## src/pcc_params.svh

```systemverilog
// Purpose: Offsets, field positions, masks and reset values of the clock config slice
// Assumes: Included by bare name wherever these constants are needed
// Notes: Definitions only
`ifndef PCC_PARAMS_SVH
`define PCC_PARAMS_SVH

`define PCC_OFF_AHBRST 12'h028
`define PCC_OFF_CFG1 12'h02C
`define PCC_OFF_DSV 12'h034

`define PCC_RST_AHBRST 32'h0000_0000
`define PCC_RST_CFG1 32'h0000_0000
`define PCC_RST_DSV 32'h0000_0000

`define PCC_MASK_AHBRST 32'h0000_1000
`define PCC_MASK_CFG1 32'h6007_FFFF
`define PCC_MASK_DSV 32'h0000_0003

`define PCC_BIT_USBRST 12
`define PCC_BIT_PLLSRC 30
`define PCC_BIT_ADCMSB 29
`define PCC_BIT_I2SB 18
`define PCC_BIT_I2SA 17
`define PCC_BIT_PDASEL 16
`define PCC_MSB_PLLC 15
`define PCC_LSB_PLLC 12
`define PCC_MSB_PLLB 11
`define PCC_LSB_PLLB 8
`define PCC_MSB_PDB 7
`define PCC_LSB_PDB 4
`define PCC_MSB_PDA 3
`define PCC_LSB_PDA 0
`define PCC_MSB_DSV 1
`define PCC_LSB_DSV 0

`endif

```

## src/pcc_pkg.sv

```systemverilog
// Purpose: Types of the clock config slice
// Assumes: Nothing
// Notes: State of the register block is one packed struct
package pcc_pkg;

    typedef enum logic [1:0] {
        PCC_DSV_1V0,
        PCC_DSV_0V9,
        PCC_DSV_0V8,
        PCC_DSV_1V2
    } pcc_dsv_t;

    typedef struct packed {
        logic [31:0] ahbrst;
        logic [31:0] cfg1;
        logic [31:0] dsv;
        logic [31:0] prdata;
        logic rd_err;
        logic [4:0] pll_c_factor;
        logic pll_c_ok;
        logic [4:0] pll_b_factor;
        logic pll_b_ok;
        logic [4:0] prediv_a_div;
        logic [4:0] prediv_b_div;
        logic [3:0] adc_psc;
    } pcc_state_t;

endpackage : pcc_pkg

```

## src/pcc_mult_decode.sv

```systemverilog
// Purpose: Decodes a four-bit auxiliary PLL multiplier code into its factor
// Assumes: Purely combinational; the caller registers the result
// Notes: Reserved codes give factor zero with valid low
module pcc_mult_decode
    import pcc_pkg::*;
(
    input wire logic [3:0] code,
    output logic [4:0] factor,
    output logic valid
);

    always_comb
    begin
        factor = 5'h00;
        valid = 1'b0;
        unique case (code)
            4'h6, 4'h7, 4'h8, 4'h9, 4'hA, 4'hB, 4'hC:
            begin
                factor = {1'b0, code} + 5'h02;
                valid = 1'b1;
            end
            4'hE:
            begin
                factor = 5'h10;
                valid = 1'b1;
            end
            4'hF:
            begin
                factor = 5'h14;
                valid = 1'b1;
            end
            default:
            begin
                factor = 5'h00;
                valid = 1'b0;
            end
        endcase
    end

endmodule : pcc_mult_decode

```

## src/pcc_regs.sv

```systemverilog
// Purpose: APB register slice for USB reset, second clock config and deep-sleep voltage
// Assumes: Single clock ref_clk, synchronous active-high rst, APB4 master with pstrb
// Notes: Zero-wait slave; read data registered in the setup cycle
// Behaviour
// - Bit 12 holds USB full-speed core reset
// - Bit 30 picks crystal or 48 MHz RC
// - Bit 29 is ADC prescaler top bit
// - Bit 18 picks second I2S clock source
// - Bit 17 picks first I2S clock source
// - Bit 16 picks pre-divider A input
// - PLL C multiplier code decode, reserved flagged
// - PLL B multiplier uses same decode
// - Pre-divider B divides by field plus one
// - Pre-divider A divides by field plus one
// - Pre-divider A bit 0 shared with first config
// - Deep-sleep voltage field selects core voltage
// - Byte, half-word and word writes by lanes
// - All three registers reset to zero
`include "pcc_params.svh"

module pcc_regs
    import pcc_pkg::*;
#(
    parameter int ADDR_W = 12
)
(
    input wire logic ref_clk,
    input wire logic rst,
    input wire logic psel,
    input wire logic penable,
    input wire logic pwrite,
    input wire logic [ADDR_W-1:0] paddr,
    input wire logic [31:0] pwdata,
    input wire logic [3:0] pstrb,
    output logic [31:0] prdata,
    output logic pready,
    output logic pslverr,
    input wire logic cfg0_prediv_lsb_we,
    input wire logic cfg0_prediv_lsb_wdata,
    input wire logic cfg0_adc_psc_hi,
    input wire logic [1:0] cfg0_adc_psc_lo,
    output logic usb_fs_core_reset,
    output logic main_pll_source_select,
    output logic i2s_b_clock_select,
    output logic i2s_a_clock_select,
    output logic prediv_a_input_select,
    output logic prediv_a_lsb,
    output logic [3:0] adc_prescaler,
    output logic [4:0] pll_c_multiplier,
    output logic pll_c_multiplier_valid,
    output logic [4:0] pll_b_multiplier,
    output logic pll_b_multiplier_valid,
    output logic [4:0] prediv_a_divisor,
    output logic [4:0] prediv_b_divisor,
    output logic [1:0] deep_sleep_core_voltage
);

    pcc_state_t s_q;
    pcc_state_t s_d;
    logic [4:0] pll_c_dec;
    logic pll_c_dec_ok;
    logic [4:0] pll_b_dec;
    logic pll_b_dec_ok;
    logic sel_ahbrst;
    logic sel_cfg1;
    logic sel_dsv;
    logic wr_access;
    logic setup;

    // Word match ignoring the byte offset inside the word
    function automatic logic word_hit(input logic [ADDR_W-1:0] a, input logic [11:0] off);
        logic [ADDR_W-1:0] o;
        o = ADDR_W'(off);
        word_hit = (a[ADDR_W-1:2] == o[ADDR_W-1:2]);
    endfunction : word_hit

    // Merge write data by byte lanes, then drop reserved bits
    function automatic logic [31:0] lane_merge(
        input logic [31:0] old,
        input logic [31:0] wdata,
        input logic [3:0] strb,
        input logic [31:0] mask
    );
        logic [31:0] bm;
        bm = {{8{strb[3]}}, {8{strb[2]}}, {8{strb[1]}}, {8{strb[0]}}};
        lane_merge = ((old & ~bm) | (wdata & bm)) & mask;
    endfunction : lane_merge

    // Divider ratio is field plus one
    function automatic logic [4:0] div_ratio(input logic [3:0] field);
        div_ratio = {1'b0, field} + 5'h01;
    endfunction : div_ratio

    pcc_mult_decode u_pll_c_dec
    (
        .code(s_q.cfg1[`PCC_MSB_PLLC:`PCC_LSB_PLLC]),
        .factor(pll_c_dec),
        .valid(pll_c_dec_ok)
    );

    pcc_mult_decode u_pll_b_dec
    (
        .code(s_q.cfg1[`PCC_MSB_PLLB:`PCC_LSB_PLLB]),
        .factor(pll_b_dec),
        .valid(pll_b_dec_ok)
    );

    assign sel_ahbrst = word_hit(paddr, `PCC_OFF_AHBRST);
    assign sel_cfg1 = word_hit(paddr, `PCC_OFF_CFG1);
    assign sel_dsv = word_hit(paddr, `PCC_OFF_DSV);
    assign setup = psel & ~penable;
    assign wr_access = psel & penable & pwrite;

    always_comb
    begin
        s_d = s_q;
        if (wr_access && sel_ahbrst)
        begin
            s_d.ahbrst = lane_merge(s_q.ahbrst, pwdata, pstrb, `PCC_MASK_AHBRST);
        end
        if (wr_access && sel_cfg1)
        begin
            s_d.cfg1 = lane_merge(s_q.cfg1, pwdata, pstrb, `PCC_MASK_CFG1);
        end
        if (cfg0_prediv_lsb_we)
        begin
            s_d.cfg1[`PCC_LSB_PDA] = cfg0_prediv_lsb_wdata;
        end
        if (wr_access && sel_dsv)
        begin
            s_d.dsv = lane_merge(s_q.dsv, pwdata, pstrb, `PCC_MASK_DSV);
        end
        if (setup)
        begin
            s_d.rd_err = ~(sel_ahbrst | sel_cfg1 | sel_dsv);
            if (sel_ahbrst)
            begin
                s_d.prdata = s_q.ahbrst & `PCC_MASK_AHBRST;
            end
            else if (sel_cfg1)
            begin
                s_d.prdata = s_q.cfg1 & `PCC_MASK_CFG1;
            end
            else if (sel_dsv)
            begin
                s_d.prdata = s_q.dsv & `PCC_MASK_DSV;
            end
            else
            begin
                s_d.prdata = 32'h0000_0000;
            end
        end
        s_d.pll_c_factor = pll_c_dec;
        s_d.pll_c_ok = pll_c_dec_ok;
        s_d.pll_b_factor = pll_b_dec;
        s_d.pll_b_ok = pll_b_dec_ok;
        s_d.prediv_a_div = div_ratio(s_q.cfg1[`PCC_MSB_PDA:`PCC_LSB_PDA]);
        s_d.prediv_b_div = div_ratio(s_q.cfg1[`PCC_MSB_PDB:`PCC_LSB_PDB]);
        s_d.adc_psc = {s_q.cfg1[`PCC_BIT_ADCMSB], cfg0_adc_psc_hi, cfg0_adc_psc_lo};
    end

    always_ff @(posedge ref_clk)
    begin
        if (rst)
        begin
            s_q <= '0;
        end
        else
        begin
            s_q <= s_d;
        end
    end

    assign pready = 1'b1;
    assign pslverr = psel & penable & s_q.rd_err;
    assign prdata = s_q.prdata;

    assign usb_fs_core_reset = s_q.ahbrst[`PCC_BIT_USBRST];
    assign main_pll_source_select = s_q.cfg1[`PCC_BIT_PLLSRC];
    assign i2s_b_clock_select = s_q.cfg1[`PCC_BIT_I2SB];
    assign i2s_a_clock_select = s_q.cfg1[`PCC_BIT_I2SA];
    assign prediv_a_input_select = s_q.cfg1[`PCC_BIT_PDASEL];
    assign prediv_a_lsb = s_q.cfg1[`PCC_LSB_PDA];
    assign adc_prescaler = s_q.adc_psc;
    assign pll_c_multiplier = s_q.pll_c_factor;
    assign pll_c_multiplier_valid = s_q.pll_c_ok;
    assign pll_b_multiplier = s_q.pll_b_factor;
    assign pll_b_multiplier_valid = s_q.pll_b_ok;
    assign prediv_a_divisor = s_q.prediv_a_div;
    assign prediv_b_divisor = s_q.prediv_b_div;
    assign deep_sleep_core_voltage = s_q.dsv[`PCC_MSB_DSV:`PCC_LSB_DSV];

    // Checks

    a_usb_reset_write: assert property (
        @(posedge ref_clk) disable iff (rst)
        (wr_access && sel_ahbrst && pstrb[1])
        |=> (usb_fs_core_reset == $past(pwdata[12])))
        else $error("usb core reset did not follow write");

    a_usb_reset_lane: assert property (
        @(posedge ref_clk) disable iff (rst)
        (wr_access && sel_ahbrst && !pstrb[1])
        |=> $stable(usb_fs_core_reset))
        else $error("usb core reset changed without its lane");

    a_pll_src_write: assert property (
        @(posedge ref_clk) disable iff (rst)
        (wr_access && sel_cfg1 && pstrb[3])
        |=> (main_pll_source_select == $past(pwdata[30])))
        else $error("pll source select did not follow write");

    a_i2s_sel_write: assert property (
        @(posedge ref_clk) disable iff (rst)
        (wr_access && sel_cfg1 && pstrb[2])
        |=> (i2s_b_clock_select == $past(pwdata[18]))
            && (i2s_a_clock_select == $past(pwdata[17]))
            && (prediv_a_input_select == $past(pwdata[16])))
        else $error("clock select bits did not follow write");

    a_pll_c_x16: assert property (
        @(posedge ref_clk) disable iff (rst)
        (wr_access && sel_cfg1 && pstrb[1] && pwdata[15:12] == 4'hE)
        |=> ##1 (pll_c_multiplier == 5'h10) && pll_c_multiplier_valid)
        else $error("pll c code 14 not decoded as 16");

    a_pll_b_reserved: assert property (
        @(posedge ref_clk) disable iff (rst)
        (wr_access && sel_cfg1 && pstrb[1] && pwdata[11:8] == 4'hD)
        |=> ##1 !pll_b_multiplier_valid && (pll_b_multiplier == 5'h00))
        else $error("pll b reserved code not flagged");

    a_prediv_b_ratio: assert property (
        @(posedge ref_clk) disable iff (rst)
        (wr_access && sel_cfg1 && pstrb[0])
        |=> ##1 (prediv_b_divisor == {1'b0, $past(pwdata[7:4], 2)} + 5'h01))
        else $error("pre-divider b ratio wrong");

    a_prediv_a_ratio: assert property (
        @(posedge ref_clk) disable iff (rst)
        (wr_access && sel_cfg1 && pstrb[0] && !cfg0_prediv_lsb_we)
        |=> ##1 (prediv_a_divisor == {1'b0, $past(pwdata[3:0], 2)} + 5'h01))
        else $error("pre-divider a ratio wrong");

    a_prediv_shared: assert property (
        @(posedge ref_clk) disable iff (rst)
        cfg0_prediv_lsb_we
        |=> (prediv_a_lsb == $past(cfg0_prediv_lsb_wdata))
            && (s_q.cfg1[0] == prediv_a_lsb))
        else $error("shared pre-divider bit not updated");

    a_dsv_write: assert property (
        @(posedge ref_clk) disable iff (rst)
        (wr_access && sel_dsv && pstrb[0])
        |=> (deep_sleep_core_voltage == $past(pwdata[1:0])))
        else $error("deep-sleep voltage did not follow write");

    a_reset_clear: assert property (
        @(posedge ref_clk)
        $fell(rst)
        |-> (!usb_fs_core_reset && (deep_sleep_core_voltage == 2'h0)
            && !main_pll_source_select)
            ##1 ((prediv_a_divisor == 5'h01) && (prediv_b_divisor == 5'h01)))
        else $error("registers not cleared by reset");

    a_reserved_read: assert property (
        @(posedge ref_clk) disable iff (rst)
        (psel && penable && !pwrite && sel_cfg1)
        |-> (prdata[31] == 1'b0) && (prdata[28:19] == 10'h000))
        else $error("reserved bits read non-zero");

    a_adc_msb: assert property (
        @(posedge ref_clk) disable iff (rst)
        (wr_access && sel_cfg1 && pstrb[3])
        |=> ##1 (adc_prescaler[3] == $past(pwdata[29], 2)))
        else $error("adc prescaler top bit wrong");

    a_unmapped_err: assert property (
        @(posedge ref_clk) disable iff (rst)
        (setup && !(sel_ahbrst || sel_cfg1 || sel_dsv))
        ##1 (psel && penable)
        |-> pslverr && (prdata == 32'h0000_0000))
        else $error("unmapped access not refused");

    a_unmapped_keep: assert property (
        @(posedge ref_clk) disable iff (rst)
        (wr_access && !(sel_ahbrst || sel_cfg1 || sel_dsv))
        |=> $stable(usb_fs_core_reset) && $stable(deep_sleep_core_voltage)
            && $stable(main_pll_source_select))
        else $error("unmapped write changed a register");

    a_dsv_lane: assert property (
        @(posedge ref_clk) disable iff (rst)
        (wr_access && sel_dsv && !pstrb[0])
        |=> $stable(deep_sleep_core_voltage))
        else $error("deep-sleep voltage changed without its lane");

    a_cfg1_lane: assert property (
        @(posedge ref_clk) disable iff (rst)
        (wr_access && sel_cfg1 && !pstrb[3])
        |=> $stable(main_pll_source_select))
        else $error("pll source select changed without its lane");

    a_ahbrst_read: assert property (
        @(posedge ref_clk) disable iff (rst)
        (psel && penable && !pwrite && sel_ahbrst)
        |-> (prdata[31:13] == 19'h00000) && (prdata[11:0] == 12'h000))
        else $error("reset register reserved bits read non-zero");

    a_dsv_read: assert property (
        @(posedge ref_clk) disable iff (rst)
        (psel && penable && !pwrite && sel_dsv)
        |-> (prdata[31:2] == 30'h0000_0000))
        else $error("voltage register reserved bits read non-zero");

    a_pll_c_x8: assert property (
        @(posedge ref_clk) disable iff (rst)
        (wr_access && sel_cfg1 && pstrb[1] && pwdata[15:12] == 4'h6)
        |=> ##1 ((pll_c_multiplier == 5'h08) && pll_c_multiplier_valid))
        else $error("pll c code 6 not decoded as 8");

    a_pll_c_reserved: assert property (
        @(posedge ref_clk) disable iff (rst)
        (wr_access && sel_cfg1 && pstrb[1] && pwdata[15:12] == 4'hD)
        |=> ##1 (!pll_c_multiplier_valid && (pll_c_multiplier == 5'h00)))
        else $error("pll c reserved code not flagged");

    a_pll_b_x20: assert property (
        @(posedge ref_clk) disable iff (rst)
        (wr_access && sel_cfg1 && pstrb[1] && pwdata[11:8] == 4'hF)
        |=> ##1 ((pll_b_multiplier == 5'h14) && pll_b_multiplier_valid))
        else $error("pll b code 15 not decoded as 20");

    a_adc_low_bits: assert property (
        @(posedge ref_clk) disable iff (rst)
        !rst
        |=> (adc_prescaler[2:0] == $past({cfg0_adc_psc_hi, cfg0_adc_psc_lo})))
        else $error("adc prescaler low bits wrong");

endmodule : pcc_regs

```

## config.mk

```make
export PLATFORM = sky130hd
export DESIGN_NAME = pcc_regs
export DESIGN_NICKNAME = d
export VERILOG_FILES = /design/src/pcc_pkg.sv /design/src/pcc_mult_decode.sv /design/src/pcc_regs.sv
export VERILOG_INCLUDE_DIRS = /design/src
export SDC_FILE = /design/constraint.sdc
export NUM_CORES = 1
export LEC_CHECK = 0
export BUFFER_PORTS_ARGS = -buffer_cell sky130_fd_sc_hd__buf_2
export CAP_MARGIN = 20
export CORE_UTILIZATION = 54
export CTS_BUF_LIST = sky130_fd_sc_hd__clkbuf_8
export DETAILED_ROUTE_END_ITERATION = 16
export GPL_TIMING_DRIVEN = 0
export MAX_ROUTING_LAYER = met4
export PLACE_DENSITY = 0.95
export SYNTH_ARGS = -nofsm -noshare
export SYNTH_HDL_FRONTEND = slang
export SYNTH_SLANG_ARGS = --single-unit
```

## constraint.sdc

```tcl
create_clock -name ref_clk -period 4 [get_ports ref_clk]
set_input_delay 0.6 -clock ref_clk [delete_from_list [all_inputs] [get_ports ref_clk]]
set_output_delay 0.6 -clock ref_clk [all_outputs]
set_load 0.03 [all_outputs]
```

==> results.toml, run 1 <==
[outcome]
status = "finished clean"

[critical_path]
cp-end-kind = "register"
endpoint = "prdata[3]$_SDFFE_PP0P_"
cpMaxStageDelayCell = "nor4_2"
critPathTopFamily = "simple AND/OR/NAND/NOR gates"
crit_chain = "buf_2 -> or4_4 -> buf_6 -> nor4_2 -> buf_2 -> a22oi_1 -> nor2_1"
crit_fanout = 10
r2r_slack_ns = 2.71
crit_arrival_ns = 2.71
cp-startpoint = "paddr[9]"
critPathLaunchType = "input pin"
slowest_delay_ns = 0.73
reg2reg_depth = 5
criticalPathCategory = "input pin to register"
timing.critical_path.mode_cell = "buf_2"
path_buf_inv = 3
cp_data_required_time_ns = 4.27
worstSetupPathDepth = 7
r2r_end = "pll_b_multiplier[2]$_SDFF_PP0_"

[sta]
tightest_slew_ns = 0.829
finalMaxSlewViolations = 0
fmax_mhz = 410
finalCriticalPeriod_ns = 2.44
final.setup.tns_ns = 0
setup_viol = 0
rsz0062_at_grt = "no"
hold_viol_final = 0
relSlewSlack_pct = 44.3
clock_skew_ns = 0.00455
period_share_pct = 61.0

[routing]
top_layer = "met4"
drc = 0
viasPerCell = 4.95
met3_length_um = 540
wire_per_inst_um = 13.0
antenna_left = 0
dr.pass1.iters = 5
met1_length_um = 2750
wl_met2_um = 3540
drt_iter0_markers = 138
routed_wl_um = 6920
num_vias = 2633

[logic_synthesis]
seq_area_frac_synth_pct = 45.3
synth_edf_count = 0
synth_top_area_share_pct = 45.3
synth_area_per_cell_um2 = 9.43
synthTopCellsByArea = "dfxtp_1 (45%), buf_4 (14%), mux2i_1 (8.2%)"
yosys_warnings = 0
synthCells = 337
yosysMostFrequentCell = "dfxtp_1"
synth_cell_types = 37
ys_seq_elements = 72
synth_common_cells = "dfxtp_1 (72), buf_4 (59), nor2_1 (58), mux2i_1 (26), a22oi_1 (18)"
async_flop_share_pct = 0
syn_area_um2 = 3180
synth_top_area_cell = "dfxtp_1"
synth_ff_type = "dfxtp_1"

[grt]
grt_first_pass_wirelength_um = 11200
antenna_found_initial = 0
grt_usage_pct = 24.5
first_global_vias = 2531
grt_max_degree = 11
grt_overflow_total = 0

[cells_and_area]
nFillCells = 405
multi_input_area_um2 = 1250
regArea_um2 = 1440
drive_gt1_share_pct = 38.5
utilization_pct = 71.1
fin_area_um2 = 3960
diodes = 0
area_delta_synth_final_pct = 24.7
nets = 518

[floorplanning]
initial_utilization_pct = 57.0
coreArea_um2 = 5570
die_y_um = 78.7
pin_count = 126
die_w_um = 78.7
die-area_um2 = 6200
fp-row-count = 27

[power_and_ir_drop]
leakage_nw = 1.86
p_total_mw = 1.31
power_density_nw_per_um2 = 331
ir_drop_v = 0.000266

[place]
gp_congestion = 0.796
io_buffers = 98
dpl.hpwl_um = 5120
post_dp_cell_area_um2 = 3800

[worst_hold_path]
worstHoldStart = "prdata[1]$_SDFFE_PP0P_"
hold_path_class = "register to register"

[cts]
cts_root_buffer = "clkbuf_8"
hold_buffers = 0
clkSlewWorstSetupHoldPaths_ns = 0.06
cts_resized = 0
clock_latency_ns = 0.34
cts_sinks = 72
cts_setup_buffers = 0
cts_max_level = 3
cts.path.max_buffers = 2
cts_buffers = 9
cts_tree = "built"

[run]
maxCapViolCount = 0
through the flow:
stage	std cells	setup slack, ns	hold slack (ns)
after detailed placement	517	1.23	0.456
after global placement	517	1.28	0.441
after CTS	532	1.59	0.459
after floorplan	347	1.70	0.432
after global routing	532	1.41	0.490
final	532	1.56	0.465
power breakdown:
group | switching (mW) | leakage, nW | internal, mW
registers | 0.00255 | 0.582 | 0.722
logic | 0.0651 | 1.18 | 0.0403
clock network | 0.236 | 0.100 | 0.247
total | 0.304 | 1.86 | 1.01
cell families (layout without fill, tap and decap cells):
group / Yosys count / count (layout) / share of synthesized area, %
AOI/OAI and AO/OA: 35 / 35 / 7.32
xor gates and xnor gates: 4 / 4 / 1.10
adders and majority gates: 4 / 4 / 1.57
buffers and inverters: 79 / 192 / 16.6
DFF: 72 / 72 / 45.3
muxes: 27 / 27 / 8.54
other: 2 / 12 / 0.236
and+or+nand+nor: 114 / 114 / 19.3
layer usage:
layer  up-vias  global-route usage [%]
met3         9                    5.75
met4         0                    11.1
met1      1213                    26.9
met2       103                    42.1
li1       1308                       -
met5         -                       -
tightest hold or removal path, cell delays in order (launching register included):
cell and delay [ns]:
dfxtp_1 0.32, nand2_1 0.05, a21oi_1 0.05
cells in the final DEF, fill, tap and decap left out, types with 10 or more instances in the layout:
cell type  Yosys  routed
a21oi_1       10      10
a22oi_1       18      18
buf_2          2     100
buf_4         59      59
clkbuf_1      12      12
clkbuf_8       0      11
conb_1         2      12
dfxtp_1       72      72
mux2i_1       26      26
nand2_1       11      11
nor2_1        58      58
worst min-delay path by stage:
stage                                  endpoint  depth (start not counted)
floorplan               prdata[12]$_SDFFE_PP0P_                          2
global placement         prdata[0]$_SDFFE_PP0P_                          2
detailed placement      prdata[12]$_SDFFE_PP0P_                          2
CTS                 adc_prescaler[2]$_SDFF_PP0_                          2
global route        adc_prescaler[0]$_SDFF_PP0_                          2
finish                   prdata[1]$_SDFFE_PP0P_                          2
area by class of cell:
| class | instances | area share (%) |
|---|---|---|
| buffer | 76 | 13.0 |
| tap | 72 | 2.27 |
| multi-input combinational | 196 | 31.5 |
| sequential | 72 | 36.4 |
| timing repair buffer | 98 | 12.4 |
| inverter | 3 | 0.284 |
| clock inverter | 4 | 0.379 |
| clock buffer | 11 | 3.82 |
(Power assumes the default switching activity.)
==> run 2, diff against run 1 <==
--- a/config.mk
+++ b/config.mk
@@ -8,12 +8,12 @@
 export LEC_CHECK = 0
 export BUFFER_PORTS_ARGS = -buffer_cell sky130_fd_sc_hd__buf_2
 export CAP_MARGIN = 20
-export CORE_UTILIZATION = 54
+export CORE_UTILIZATION = 45
 export CTS_BUF_LIST = sky130_fd_sc_hd__clkbuf_8
 export DETAILED_ROUTE_END_ITERATION = 16
 export GPL_TIMING_DRIVEN = 0
 export MAX_ROUTING_LAYER = met4
-export PLACE_DENSITY = 0.95
+export PLACE_DENSITY = 0.87
 export SYNTH_ARGS = -nofsm -noshare
 export SYNTH_HDL_FRONTEND = slang
 export SYNTH_SLANG_ARGS = --single-unit
==> constraint.sdc (replaced) <==
create_clock -name ref_clk -period 2.19 [get_ports ref_clk]
set_input_delay 0.3285 -clock ref_clk [delete_from_list [all_inputs] [get_ports ref_clk]]
set_output_delay 0.3285 -clock ref_clk [all_outputs]
set_load 0.03 [all_outputs]
==> results.toml, run 2 (same netlist as run 1, synthesis figures left out) <==
[cts]
cts_setup_buffers = 0
cts_buffers = 9
hold_buffers = 0
cts_root_buffer = "clkbuf_8"
cts_max_level = 3
cts_tree = "built"
cts_sinks = 72
cts.path.max_buffers = 2
clock_latency_ns = 0.33
clkSlewWorstSetupHoldPaths_ns = 0.08

[critical_path]
reg2reg_depth = 5
cp_data_required_time_ns = 2.39
critPathLaunchType = "input pin"
crit_fanout = 9
r2r_end = "pll_b_multiplier[2]$_SDFF_PP0_"
cp-end-kind = "register"
crit_arrival_ns = 2.19
r2r_slack_ns = 0.94
cp-startpoint = "paddr[9]"
criticalPathCategory = "input pin to register"

[routing]
num_vias = 2584
viasPerCell = 4.64
routed_wl_um = 7010
drt_iter0_markers = 71
wire_per_inst_um = 12.6
antenna_left = 0
dr.pass1.iters = 5
drc = 0

[grt]
grt_max_degree = 13
first_global_vias = 2442
grt_overflow_total = 0
grt_first_pass_wirelength_um = 11200
grt_usage_pct = 20.3
antenna_found_initial = 0

[floorplanning]
die_w_um = 86.1
initial_utilization_pct = 46.8
die_y_um = 86.1
pin_count = 126
fp-row-count = 30
die-area_um2 = 7410
coreArea_um2 = 6790

[cells_and_area]
nFillCells = 585
diodes = 0
layout_commonest_cell = "buf_2"
nets = 518
drive_gt1_share_pct = 39.5
mostFrequentLayoutCells = "buf_2 (100), dfxtp_1 (72), buf_4 (59), nor2_1 (58), mux2i_1 (26)"
area_delta_synth_final_pct = 29.0

[run]
maxCapViolCount = 0

[worst_hold_path]
worstHoldStart = "cfg0_adc_psc_hi"
hold_depth = 2
hold_path_class = "input pin to register"
min_to = "adc_prescaler[2]$_SDFF_PP0_"

[power_and_ir_drop]
leakage_nw = 1.90
power_density_nw_per_um2 = 696
ir_drop_v = 0.000362

[sta]
finalMaxSlewViolations = 0
tightest_slew_ns = 0.769
relSlewSlack_pct = 48.4
finalCriticalPeriod_ns = 1.99
timing.hold.ws_ns = 0.207
setup_viol = 0
period_share_pct = 90.8
clock_skew_ns = 0.0100
hold_viol_final = 0
rsz0062_at_grt = "no"
fmax_mhz = 503
final.setup.tns_ns = 0

[outcome]
status = "finished clean"

[place]
gp_congestion = 0.769
io_buffers = 98
dpl.hpwl_um = 5220
[run 2: timing repair]
item,4_1_cts,5_1_grt
endpoints found under the setup margin,3,0
resized for setup,1,0
endpoints found under the hold margin,0,0
[run 2: routing by layer]
metal | wire, um | vias to the layer above | global-route usage (%)
met2 | 3480 | 91 | 34.8
met1 | 3060 | 1173 | 23.5
met5 | 0 | - | -
met4 | 116 | 0 | 8.94
met3 | 346 | 10 | 3.27
li1 | - | 1310 | -
[run 2: area by class of cell]
cell class | instances | area [um^2] | area share [%]
Multi-Input combinational cell | 196 | 1260 | 30.6
Clock inverter | 4 | 98.8 | 2.41
Buffer | 76 | 517 | 12.6
Inverter | 3 | 11.3 | 0.275
Clock buffer | 12 | 165 | 4.03
Sequential cell | 72 | 1440 | 35.2
Tap cell | 96 | 120 | 2.93
Timing Repair Buffer | 98 | 490 | 12.0
[run 2: power by group]
| group | leakage, nW | internal [mW] | total (mW) | switching (mW) |
|---|---|---|---|---|
| Combinational | 1.19 | 0.0737 | 0.194 | 0.120 |
| Sequential | 0.582 | 1.32 | 1.32 | 0.00410 |
| Clock | 0.133 | 0.853 | 1.34 | 0.486 |
| Total | 1.90 | 2.24 | 2.85 | 0.610 |
[run 2: worst max-delay path, stage by stage]
cell and delay [ns]:
buf_2 0.10, or4_4 0.52, buf_6 0.17, nor4_4 0.71
mux2i_1 0.27, a211oi_1 0.08
[run 2: through the flow]
stage / cell area [um^2] / util [%] / setup WS, ns / total power, mW / instances
6_report: 4100 / 60.3 / 0.201 / 2.85 / 557
5_1_grt: 4100 / 60.3 / 0.0684 / 2.94 / 557
4_1_cts: 4100 / 60.3 / 0.209 / 2.87 / 557
3_3_place_gp: 3830 / 56.3 / -0.273 / 1.54 / 541
2_1_floorplan: 3220 / - / 0.163 / 1.47 / 347
3_5_place_dp: 3830 / 56.3 / -0.387 / 1.54 / 541
[run 2: how the worst max path moves through the flow]
stage	endpoint	slack, ns	cells past startpoint
floorplan	prdata[16]$_SDFFE_PP0P_	0.16	6
global placement	prdata[30]$_SDFFE_PP0P_	-0.27	7
global route	register	0.07	6
finish	register	0.20	6
CTS	register	0.21	6
detailed placement	prdata[18]$_SDFFE_PP0P_	-0.39	7
